`src/pkg/rf_tx_pkg.sv`:
```
// Register map, field layout, reset values and timing for the transmitter control bank
package rf_tx_pkg;
    // ****************************************
    // Register indices, byte address is four times the index
    // ****************************************
    localparam logic [5:0] IDX_TX_OUTPUT_CONTROL = 6'h11;
    localparam logic [5:0] IDX_CARRIER_COND      = 6'h12;
    localparam logic [5:0] IDX_MODULATION_COND   = 6'h13;
    localparam logic [5:0] IDX_ENCODER_RATE_CODE = 6'h14;
    localparam int         ADDR_W                = 8;

    // ****************************************
    // Reset values and writable-bit masks
    // ****************************************
    localparam logic [7:0] RST_TX_OUTPUT_CONTROL = 8'h58;
    localparam logic [7:0] RST_COND              = 8'h3F;
    localparam logic [7:0] RST_ENCODER_RATE_CODE = 8'h19;
    localparam logic [7:0] WMASK_TX_OUTPUT_CTRL  = 8'h7F;
    localparam logic [7:0] WMASK_COND            = 8'h3F;
    localparam logic [7:0] WMASK_ENCODER_CODE    = 8'hBF;

    // ****************************************
    // Field positions
    // ****************************************
    localparam int TXC_SRC_LSB   = 5;
    localparam int TXC_FORCE     = 4;
    localparam int TXC_B_INV     = 3;
    localparam int TXC_B_CW      = 2;
    localparam int TXC_B_EN      = 1;
    localparam int TXC_A_EN      = 0;
    localparam int ENC_PULSE     = 7;
    localparam int ENC_RATE_LSB  = 3;
    localparam int ENC_CODE_LSB  = 0;

    // ****************************************
    // Modulator sources, rate and coding codes
    // ****************************************
    localparam logic [1:0] SRC_LOW     = 2'h0;
    localparam logic [1:0] SRC_HIGH    = 2'h1;
    localparam logic [1:0] SRC_ENCODER = 2'h2;
    localparam logic [1:0] SRC_EXT_PIN = 2'h3;
    localparam logic [2:0] RATE_RSVD   = 3'h7;
    localparam logic [2:0] CODE_RSVD_A = 3'h2;
    localparam logic [2:0] CODE_RSVD_B = 3'h3;

    // ****************************************
    // Bus responses and single pulse width
    // ****************************************
    localparam logic [1:0] RESP_OKAY   = 2'h0;
    localparam logic [1:0] RESP_SLVERR = 2'h2;
    localparam int         PULSE_NS    = 320;
    localparam int         CLK_NS      = 40;
    localparam int         PULSE_CYC   = (PULSE_NS + CLK_NS - 1) / CLK_NS;
endpackage

```
`src/verilog/rf_transmitter_control.sv`:
```
// Transmitter control register bank with AXI4-Lite slave and antenna output logic
//
// Design decision made here: the AXI4-Lite register port.

// Function
// RL1: Modulator input chosen among low, high, internal encoder, external pin.
// RL2: Forcing full ASK kills carrier while modulating, ignoring modulation conductance.
// RL3: Second output carrier inverted when the inversion bit reads zero.
// RL4: Continuous-wave bit set gives unmodulated second carrier; clear enables modulation.
// RL5: Second output carries modulated carrier when enabled, constant level otherwise.
// RL6: First output carries modulated carrier when enabled, constant level otherwise.
// RL7: Six-bit carrier conductance sets driver conductance when not modulating.
// RL8: Six-bit modulation conductance used while modulating unless full ASK forced.
// RL9: Software keeps reserved bits at their documented values.
// RL10: Setting the single pulse bit forces one modulation pulse.
// RL11: Single pulse bit stays set until software writes zero.
// RL12: Three-bit encoder rate field selects encoder clock rate; 111 reserved.
// RL13: Three-bit coding field selects bit coding; 010 and 011 reserved.
// RL14: Reset values 58h, 3Fh, 3Fh and 19h.
// RL15: Register writes reach the outputs on the next clock cycle; the antenna outputs follow one cycle after the register.
module rf_transmitter_control #(
    parameter int PULSE_CYCLES = rf_tx_pkg::PULSE_CYC
) (
    input  wire logic                          sys_clk,
    input  wire logic                          sys_rst,
    input  wire logic [rf_tx_pkg::ADDR_W-1:0]  s_axi_awaddr,
    input  wire logic                          s_axi_awvalid,
    output logic                               s_axi_awready,
    input  wire logic [31:0]                   s_axi_wdata,
    input  wire logic [3:0]                    s_axi_wstrb,
    input  wire logic                          s_axi_wvalid,
    output logic                               s_axi_wready,
    output logic [1:0]                         s_axi_bresp,
    output logic                               s_axi_bvalid,
    input  wire logic                          s_axi_bready,
    input  wire logic [rf_tx_pkg::ADDR_W-1:0]  s_axi_araddr,
    input  wire logic                          s_axi_arvalid,
    output logic                               s_axi_arready,
    output logic [31:0]                        s_axi_rdata,
    output logic [1:0]                         s_axi_rresp,
    output logic                               s_axi_rvalid,
    input  wire logic                          s_axi_rready,
    input  wire logic                          carrier_in,
    input  wire logic                          encoder_data,
    input  wire logic                          ext_modulation_in,
    output logic                               antenna_out_a,
    output logic                               antenna_out_b,
    output logic [5:0]                         drive_conductance,
    output logic                               modulating,
    output logic [2:0]                         encoder_rate,
    output logic [2:0]                         tx_bit_coding,
    output logic                               mode_reserved
);
    // ****************************************
    // State
    // ****************************************
    typedef struct packed {
        logic [7:0]                  txc;
        logic [7:0]                  cw_cond;
        logic [7:0]                  mod_cond;
        logic [7:0]                  enc;
        logic                        ext_s1;
        logic                        ext_s2;
        logic                        aw_held;
        logic [rf_tx_pkg::ADDR_W-1:0] aw_addr;
        logic                        w_held;
        logic [7:0]                  w_data;
        logic                        w_strb0;
        logic                        bvalid;
        logic [1:0]                  bresp;
        logic                        rvalid;
        logic [31:0]                 rdata;
        logic [1:0]                  rresp;
        logic                        pulse_prev;
        logic [7:0]                  pulse_cnt;
        logic                        out_a;
        logic                        out_b;
        logic [5:0]                  cond;
        logic                        mod;
    } state_s;

    state_s st_r;
    state_s st_nxt;
    logic   mod_now;
    logic   carrier_b;
    logic   aw_take;
    logic   w_take;
    logic   ar_take;
    logic   do_write;

    // Handshake readies come straight from the held and valid flags
    assign s_axi_awready = !st_r.aw_held && !st_r.bvalid;
    assign s_axi_wready  = !st_r.w_held && !st_r.bvalid;
    assign s_axi_arready = !st_r.rvalid;
    assign aw_take       = s_axi_awvalid && s_axi_awready;
    assign w_take        = s_axi_wvalid && s_axi_wready;
    assign ar_take       = s_axi_arvalid && s_axi_arready;
    assign do_write      = st_r.aw_held && st_r.w_held && !st_r.bvalid;

    // Output ports from state
    assign s_axi_bvalid      = st_r.bvalid;
    assign s_axi_bresp       = st_r.bresp;
    assign s_axi_rvalid      = st_r.rvalid;
    assign s_axi_rdata       = st_r.rdata;
    assign s_axi_rresp       = st_r.rresp;
    assign antenna_out_a     = st_r.out_a;
    assign antenna_out_b     = st_r.out_b;
    assign drive_conductance = st_r.cond;
    assign modulating        = st_r.mod;
    assign encoder_rate      = st_r.enc[rf_tx_pkg::ENC_RATE_LSB +: 3];  // RL12
    assign tx_bit_coding     = st_r.enc[rf_tx_pkg::ENC_CODE_LSB +: 3];  // RL13

    // Flag codes that select no transmit mode
    assign mode_reserved = (encoder_rate == rf_tx_pkg::RATE_RSVD)       // RL12
        || (tx_bit_coding == rf_tx_pkg::CODE_RSVD_A)                    // RL13
        || (tx_bit_coding == rf_tx_pkg::CODE_RSVD_B);

    // Modulator input selection, single pulse overrides
    always_comb
    begin
        case (st_r.txc[rf_tx_pkg::TXC_SRC_LSB +: 2])  // RL1
            rf_tx_pkg::SRC_LOW:     mod_now = 1'b0;
            rf_tx_pkg::SRC_HIGH:    mod_now = 1'b1;
            rf_tx_pkg::SRC_ENCODER: mod_now = encoder_data;
            rf_tx_pkg::SRC_EXT_PIN: mod_now = st_r.ext_s2;
            default:                mod_now = 1'b0;
        endcase
        if (st_r.pulse_cnt != 8'h00)
        begin
            mod_now = 1'b1;  // RL10
        end
    end

    // Second carrier phase, inverted when the bit reads zero
    assign carrier_b = st_r.txc[rf_tx_pkg::TXC_B_INV] ? carrier_in : !carrier_in;  // RL3

    // Next-state logic
    always_comb
    begin
        st_nxt        = st_r;
        st_nxt.ext_s1 = ext_modulation_in;
        st_nxt.ext_s2 = st_r.ext_s1;

        // Write address and data captured in either order
        if (aw_take)
        begin
            st_nxt.aw_held = 1'b1;
            st_nxt.aw_addr = s_axi_awaddr;
        end
        if (w_take)
        begin
            st_nxt.w_held  = 1'b1;
            st_nxt.w_data  = s_axi_wdata[7:0];
            st_nxt.w_strb0 = s_axi_wstrb[0];
        end

        // Register write, reserved bits stay at their fixed values
        if (do_write)
        begin
            st_nxt.aw_held = 1'b0;
            st_nxt.w_held  = 1'b0;
            st_nxt.bvalid  = 1'b1;
            st_nxt.bresp   = rf_tx_pkg::RESP_OKAY;
            case (st_r.aw_addr[rf_tx_pkg::ADDR_W-1:2])
                rf_tx_pkg::IDX_TX_OUTPUT_CONTROL:
                    if (st_r.w_strb0)
                        st_nxt.txc = st_r.w_data & rf_tx_pkg::WMASK_TX_OUTPUT_CTRL;  // RL15
                rf_tx_pkg::IDX_CARRIER_COND:
                    if (st_r.w_strb0)
                        st_nxt.cw_cond = st_r.w_data & rf_tx_pkg::WMASK_COND;  // RL7
                rf_tx_pkg::IDX_MODULATION_COND:
                    if (st_r.w_strb0)
                        st_nxt.mod_cond = st_r.w_data & rf_tx_pkg::WMASK_COND;  // RL8
                rf_tx_pkg::IDX_ENCODER_RATE_CODE:
                    if (st_r.w_strb0)
                        st_nxt.enc = st_r.w_data & rf_tx_pkg::WMASK_ENCODER_CODE;  // RL11
                default:
                    st_nxt.bresp = rf_tx_pkg::RESP_SLVERR;
            endcase
        end
        if (st_r.bvalid && s_axi_bready)
        begin
            st_nxt.bvalid = 1'b0;
        end

        // Read path, unmapped addresses answer zero with an error
        if (ar_take)
        begin
            st_nxt.rvalid = 1'b1;
            st_nxt.rresp  = rf_tx_pkg::RESP_OKAY;
            case (s_axi_araddr[rf_tx_pkg::ADDR_W-1:2])
                rf_tx_pkg::IDX_TX_OUTPUT_CONTROL: st_nxt.rdata = {24'h000000, st_r.txc};
                rf_tx_pkg::IDX_CARRIER_COND:      st_nxt.rdata = {24'h000000, st_r.cw_cond};
                rf_tx_pkg::IDX_MODULATION_COND:   st_nxt.rdata = {24'h000000, st_r.mod_cond};
                rf_tx_pkg::IDX_ENCODER_RATE_CODE: st_nxt.rdata = {24'h000000, st_r.enc};
                default:
                begin
                    st_nxt.rdata = 32'h00000000;
                    st_nxt.rresp = rf_tx_pkg::RESP_SLVERR;
                end
            endcase
        end
        else if (st_r.rvalid && s_axi_rready)
        begin
            st_nxt.rvalid = 1'b0;
        end

        // Single pulse started on a rising trigger bit, never cleared here
        st_nxt.pulse_prev = st_r.enc[rf_tx_pkg::ENC_PULSE];
        if (st_r.enc[rf_tx_pkg::ENC_PULSE] && !st_r.pulse_prev)
        begin
            st_nxt.pulse_cnt = 8'(PULSE_CYCLES);  // RL10
        end
        else if (st_r.pulse_cnt != 8'h00)
        begin
            st_nxt.pulse_cnt = st_r.pulse_cnt - 8'h01;
        end

        // Antenna outputs and driver conductance
        st_nxt.mod = mod_now;
        if (!st_r.txc[rf_tx_pkg::TXC_A_EN])
            st_nxt.out_a = 1'b0;  // RL6
        else if (mod_now && st_r.txc[rf_tx_pkg::TXC_FORCE])
            st_nxt.out_a = 1'b0;  // RL2
        else
            st_nxt.out_a = carrier_in;  // RL6
        if (!st_r.txc[rf_tx_pkg::TXC_B_EN])
            st_nxt.out_b = 1'b0;  // RL5
        else if (st_r.txc[rf_tx_pkg::TXC_B_CW])
            st_nxt.out_b = carrier_b;  // RL4
        else if (mod_now && st_r.txc[rf_tx_pkg::TXC_FORCE])
            st_nxt.out_b = 1'b0;  // RL2
        else
            st_nxt.out_b = carrier_b;  // RL5
        if (mod_now && !st_r.txc[rf_tx_pkg::TXC_FORCE])
            st_nxt.cond = st_r.mod_cond[5:0];  // RL8
        else
            st_nxt.cond = st_r.cw_cond[5:0];  // RL7
    end

    // State register, constants only under reset
    always_ff @(posedge sys_clk or posedge sys_rst)
    begin
        if (sys_rst)
        begin
            st_r          <= '0;
            st_r.txc      <= rf_tx_pkg::RST_TX_OUTPUT_CONTROL;  // RL14
            st_r.cw_cond  <= rf_tx_pkg::RST_COND;               // RL14
            st_r.mod_cond <= rf_tx_pkg::RST_COND;               // RL14
            st_r.enc      <= rf_tx_pkg::RST_ENCODER_RATE_CODE;  // RL14
        end
        else
        begin
            st_r <= st_nxt;
        end
    end

    // ****************************************
    // Assertions
    // ****************************************
    property p_src_low;
        @(posedge sys_clk) disable iff (sys_rst)
        (st_r.txc[6:5] == rf_tx_pkg::SRC_LOW && st_r.pulse_cnt == 8'h00) |=> !modulating;
    endproperty
    a_src_low: assert property (p_src_low) else $error("low source modulated");  // RL1

    property p_src_enc;
        @(posedge sys_clk) disable iff (sys_rst)
        (st_r.txc[6:5] == rf_tx_pkg::SRC_ENCODER && st_r.pulse_cnt == 8'h00)
            |=> modulating == $past(encoder_data);
    endproperty
    a_src_enc: assert property (p_src_enc) else $error("encoder source not followed");  // RL1

    property p_force;
        @(posedge sys_clk) disable iff (sys_rst)
        (mod_now && st_r.txc[4]) |=> !antenna_out_a && drive_conductance == $past(st_r.cw_cond[5:0]);
    endproperty
    a_force: assert property (p_force) else $error("full ask not applied");  // RL2

    property p_b_cw;
        @(posedge sys_clk) disable iff (sys_rst)
        (st_r.txc[2:1] == 2'h3) |=> antenna_out_b == ($past(st_r.txc[3]) ~^ $past(carrier_in));
    endproperty
    a_b_cw: assert property (p_b_cw) else $error("second carrier phase wrong");  // RL3

    // Without continuous wave, forced full ASK gates the second carrier while modulating
    property p_b_mod;
        @(posedge sys_clk) disable iff (sys_rst)
        (st_r.txc[2:1] == 2'h1 && st_r.txc[4] && mod_now) |=> !antenna_out_b;
    endproperty
    a_b_mod: assert property (p_b_mod) else $error("second output not modulated");  // RL4

    property p_b_off;
        @(posedge sys_clk) disable iff (sys_rst)
        !st_r.txc[1] |=> !antenna_out_b;
    endproperty
    a_b_off: assert property (p_b_off) else $error("second output not constant");  // RL5

    property p_a_off;
        @(posedge sys_clk) disable iff (sys_rst)
        !st_r.txc[0] |=> !antenna_out_a;
    endproperty
    a_a_off: assert property (p_a_off) else $error("first output not constant");  // RL6

    property p_mod_cond;
        @(posedge sys_clk) disable iff (sys_rst)
        (mod_now && !st_r.txc[4]) |=> drive_conductance == $past(st_r.mod_cond[5:0]);
    endproperty
    a_mod_cond: assert property (p_mod_cond) else $error("modulation conductance unused");  // RL8

    property p_pulse;
        @(posedge sys_clk) disable iff (sys_rst)
        $rose(st_r.enc[7]) |=> ##1 modulating [*2];
    endproperty
    a_pulse: assert property (p_pulse) else $error("single pulse missing");  // RL10

    property p_pulse_hold;
        @(posedge sys_clk) disable iff (sys_rst)
        (st_r.enc[7] && !do_write) |=> st_r.enc[7];
    endproperty
    a_pulse_hold: assert property (p_pulse_hold) else $error("pulse bit self cleared");  // RL11

    property p_reserved;
        @(posedge sys_clk) disable iff (sys_rst)
        do_write |=> !st_r.txc[7] && st_r.cw_cond[7:6] == 2'h0 && !st_r.enc[6]
            && st_r.mod_cond[7:6] == 2'h0;
    endproperty
    a_reserved: assert property (p_reserved) else $error("reserved bit changed");  // RL9

    property p_rsvd_flag;
        @(posedge sys_clk) disable iff (sys_rst)
        mode_reserved == (st_r.enc[5:3] == 3'h7
            || st_r.enc[2:1] == 2'h1);
    endproperty
    a_rsvd_flag: assert property (p_rsvd_flag) else $error("reserved mode flag wrong");  // RL12

    property p_wr_effect;
        @(posedge sys_clk) disable iff (sys_rst)
        (do_write && st_r.aw_addr[7:2] == rf_tx_pkg::IDX_TX_OUTPUT_CONTROL && st_r.w_strb0
            && st_r.w_data[0] == 1'b0) |=> ##1 !antenna_out_a;
    endproperty
    a_wr_effect: assert property (p_wr_effect) else $error("write not effective");  // RL15

    c_write: cover property (@(posedge sys_clk) disable iff (sys_rst) do_write);
    c_read:  cover property (@(posedge sys_clk) disable iff (sys_rst) ar_take);
    c_pulse: cover property (@(posedge sys_clk) disable iff (sys_rst) $rose(st_r.enc[7]));
    c_force: cover property (@(posedge sys_clk) disable iff (sys_rst) mod_now && st_r.txc[4]);
    c_ext:   cover property (@(posedge sys_clk) disable iff (sys_rst)
        st_r.txc[6:5] == rf_tx_pkg::SRC_EXT_PIN && modulating);
endmodule

```
`config.mk`:
```
export PLATFORM = sky130hd
export DESIGN_NAME = rf_transmitter_control
export DESIGN_NICKNAME = d
export VERILOG_FILES = /design/src/pkg/rf_tx_pkg.sv /design/src/verilog/rf_transmitter_control.sv
export SDC_FILE = /design/constraint.sdc
export NUM_CORES = 1
export LEC_CHECK = 0
export BUFFER_PORTS_ARGS = -buffer_cell sky130_fd_sc_hd__buf_2
export CELL_PAD_IN_SITES_DETAIL_PLACEMENT = 1
export CELL_PAD_IN_SITES_GLOBAL_PLACEMENT = 2
export CORE_AREA = 2 2 107 109
export DETAILED_ROUTE_END_ITERATION = 16
export DIE_AREA = 0 0 109 111
export GPL_ROUTABILITY_DRIVEN = 0
export PLACE_DENSITY = 0.81
export SLEW_MARGIN = 20
export SYNTH_ARGS = -nofsm -noshare
export SYNTH_HDL_FRONTEND = slang
export SYNTH_SLANG_ARGS = --single-unit
```
`constraint.sdc`:
```
create_clock -name sys_clk -period 4 [get_ports sys_clk]
set_input_delay 0.6 -clock sys_clk [delete_from_list [all_inputs] [get_ports sys_clk]]
set_output_delay 0.6 -clock sys_clk [all_outputs]
set_load 0.05 [all_outputs]
```
==> results.ini <==
[outcome]
status = complete, no violations

[yosys]
yosysSeqAreaShare_pct = 51.1
dominantRegCellSynth = dfrtp_1
synthXorXnorAreaFrac_pct = 1.18
syn_avg_cell_area_um2 = 12.0
netlist_area_um2 = 3720
ys_seq_elements = 75
synth_top_family_by_area = multiplexers
synth_area_leaders = dfrtp_1, mux2_2, dfstp_2
ys_types = 48
synth_top_area_cell = dfrtp_1
synth-simple-area-share_pct = 12.2
synth_edf_count = 0
synth-async-reset-ratio_pct = 100
synthCells = 311
synth-compound-area-share_pct = 7.61
synthAdderAreaFrac_pct = 0.673
synth_top_cell_area_share_pct = 38.4
ys.warnings.count = 0
synthMuxAreaShare_pct = 15.1

[placed_design]
post-dp-hpwl_um = 5970
portBuffers = 61
dpl_cell_area_um2 = 3910

[sta]
setup_viol = 0
hold_violations = 0
maxSlewViolCount = 0
setup_tns_ns = 0
slew_headroom_pct = 46.0
holdWs_ns = 0.356
post-route-min-period_ns = 2.04
fmax_mhz = 491
worst_pin_slew_ns = 0.809
post-route-period-util_pct = 51.0
rsz0062_at_grt = no
clock_skew_ns = 0.00517

[finish]
drive_above_1_share_pct = 45.1
nNetsFinal = 416
final_common_cell = buf_2
stdcell_area_um2 = 4220
mostFrequentLayoutCells = buf_2, dfrtp_1, mux2_2
syn_to_final_growth_pct = 13.6
post-route-util_pct = 38.1
n_antenna_cell = 0

[routing]
postRouteAntennaNets = 0
viasPerCell = 4.72
vias = 2360
drc_errors = 0
drt_iter0_drc = 81
drt_wl_total_um = 8220
drt_pass1_iterations = 4
post_drt_wl_per_cell_um = 16.4

[cts]
clockBufferDepth = 2
clk_pin_slew_worst_paths_ns = 0.06
post_cts_buffers = 0
h-tree-depth = 3
cts_made_buffers = 9
clock-sinks = 75
clk_latency_ns = 0.34
cts_tree = built
cts_root_buffer = clkbuf_16
ctsResizeCount = 0
cts_hold_buffers = 0

[power]
power_uw = 3190
power_density_nw_per_um2 = 756
leakage_uw = 0.00193
ir_drop_mv = 0.276

[global_route]
grt_overflow = 0
grt_pass1_wl_um = 13400
grt_use_total_pct = 14.6
use_met2_pct = 23.0
use_met1_pct = 19.7
grt_start_max_net_pins = 48
grt_use_met3_pct = 3.35
busiest_layer = met2
grt_pass1_vias = 2512
antenna_found_initial = 0

[floorplanning]
start_util_pct = 33.6
dieArea_um2 = 12100
die_h_um = 111
fp-row-count = 39
io_pins = 119
coreArea_um2 = 11100
die_w_um = 109

[worst_setup_path]
critPathLaunchType = flip-flop
critPathKind = flip-flop to primary output
cp_slowest_cell = dfstp_2
critPathMaxFanout = 4
cp-end-kind = primary output
arrival_ns = 1.44
slowest_delay_ns = 0.59
worstPathCellList = nand3_1 > o21ai_0 > buf_2
cp.required_ns = 3.40

[hold_path]
hp-class = flip-flop to flip-flop

[job]
drv_cap = 0

-- Yosys cell counts (3+ instances only) --
library cell,instances
a211oi_1,3
a21oi_1,9
a221oi_1,3
a222oi_1,3
a22oi_1,6
buf_2,3
buf_4,48
clkbuf_1,5
dfrtp_1,57
dfstp_2,18
inv_1,13
mux2_2,49
nand2_1,17
nand2b_1,3
nand3_1,6
nand3b_1,6
nor2_1,15
o21ai_0,5
xnor2_1,5
-- cells by family after synthesis --
kind of cell | after synthesis
compound gates | 39
xor+xnor | 5
fa+ha+maj | 2
buf+inv | 70
flops | 75
mux | 50
other cells | 1
simple gates | 69
-- routing by layer --
| metal | vias to the layer above | wire length [um] |
|---|---|---|
| met5 | - | 0 |
| met2 | 51 | 4170 |
| met1 | 1212 | 3630 |
| met3 | 8 | 296 |
| met4 | 0 | 121 |
| li1 | 1089 | - |
-- worst paths after layout --
check,depth (start not counted),end,slack (ns),start
max,3,mode_reserved,1.96,encoder_rate[1]
min,0,st_r[75],0.36,st_nxt[75]
max reg2reg,5,drive_conductance[3],2.05,st_r[9]
min reg2reg,0,st_r[75],0.36,st_nxt[75]
max in group asynchronous,3,encoder_rate[1],2.72,sys_rst
min in group asynchronous,2,st_r[59],0.39,sys_rst
-- worst max-delay path, delay by kind of cell (launching register included) --
family	cells	cell delay, ns
and+or+nand+nor	1	0.11
DFF	1	0.59
AOI/OAI and AO/OA	1	0.10
buffers and inverters	1	0.30
-- report_power, final --
group	internal, uW	switching (uW)	total [uW]
clock	543	317	861
combinational	380	614	995
sequential	1060	281	1340
total	1980	1210	3190
-- per-stage QoR --
| step | std cells | setup slack [ns] |
|---|---|---|
| 2_1_floorplan | 336 | 1.52 |
| 3_3_place_gp | 484 | 1.90 |
| 3_5_place_dp | 484 | 1.88 |
| 4_1_cts | 500 | 1.96 |
| 5_1_grt | 500 | 1.89 |
| 6_report | 500 | 1.96 |
-- registers in the layout, summed over array words and instances, names as in the netlist --
register / cells
antenna_out_a: 1
s_axi_rdata: 8
encoder_rate: 3
s_axi_bresp: 1
s_axi_bvalid: 1
st_nxt: 2
s_axi_rresp: 1
modulating: 1
st_r: 46
drive_conductance: 6
tx_bit_coding: 3
antenna_out_b: 1
s_axi_rvalid: 1
-- area by class of cell --
type / count / area [um^2]
inverter: 13 / 50.0
multi-input combinational: 191 / 1470
sequential: 75 / 1900
fill: 1194 / 6850
tap: 143 / 179
timing repair buffer: 62 / 313
clock inverter: 7 / 92.6
clock buffer: 9 / 225
Power figures use the tool's default switching activity.
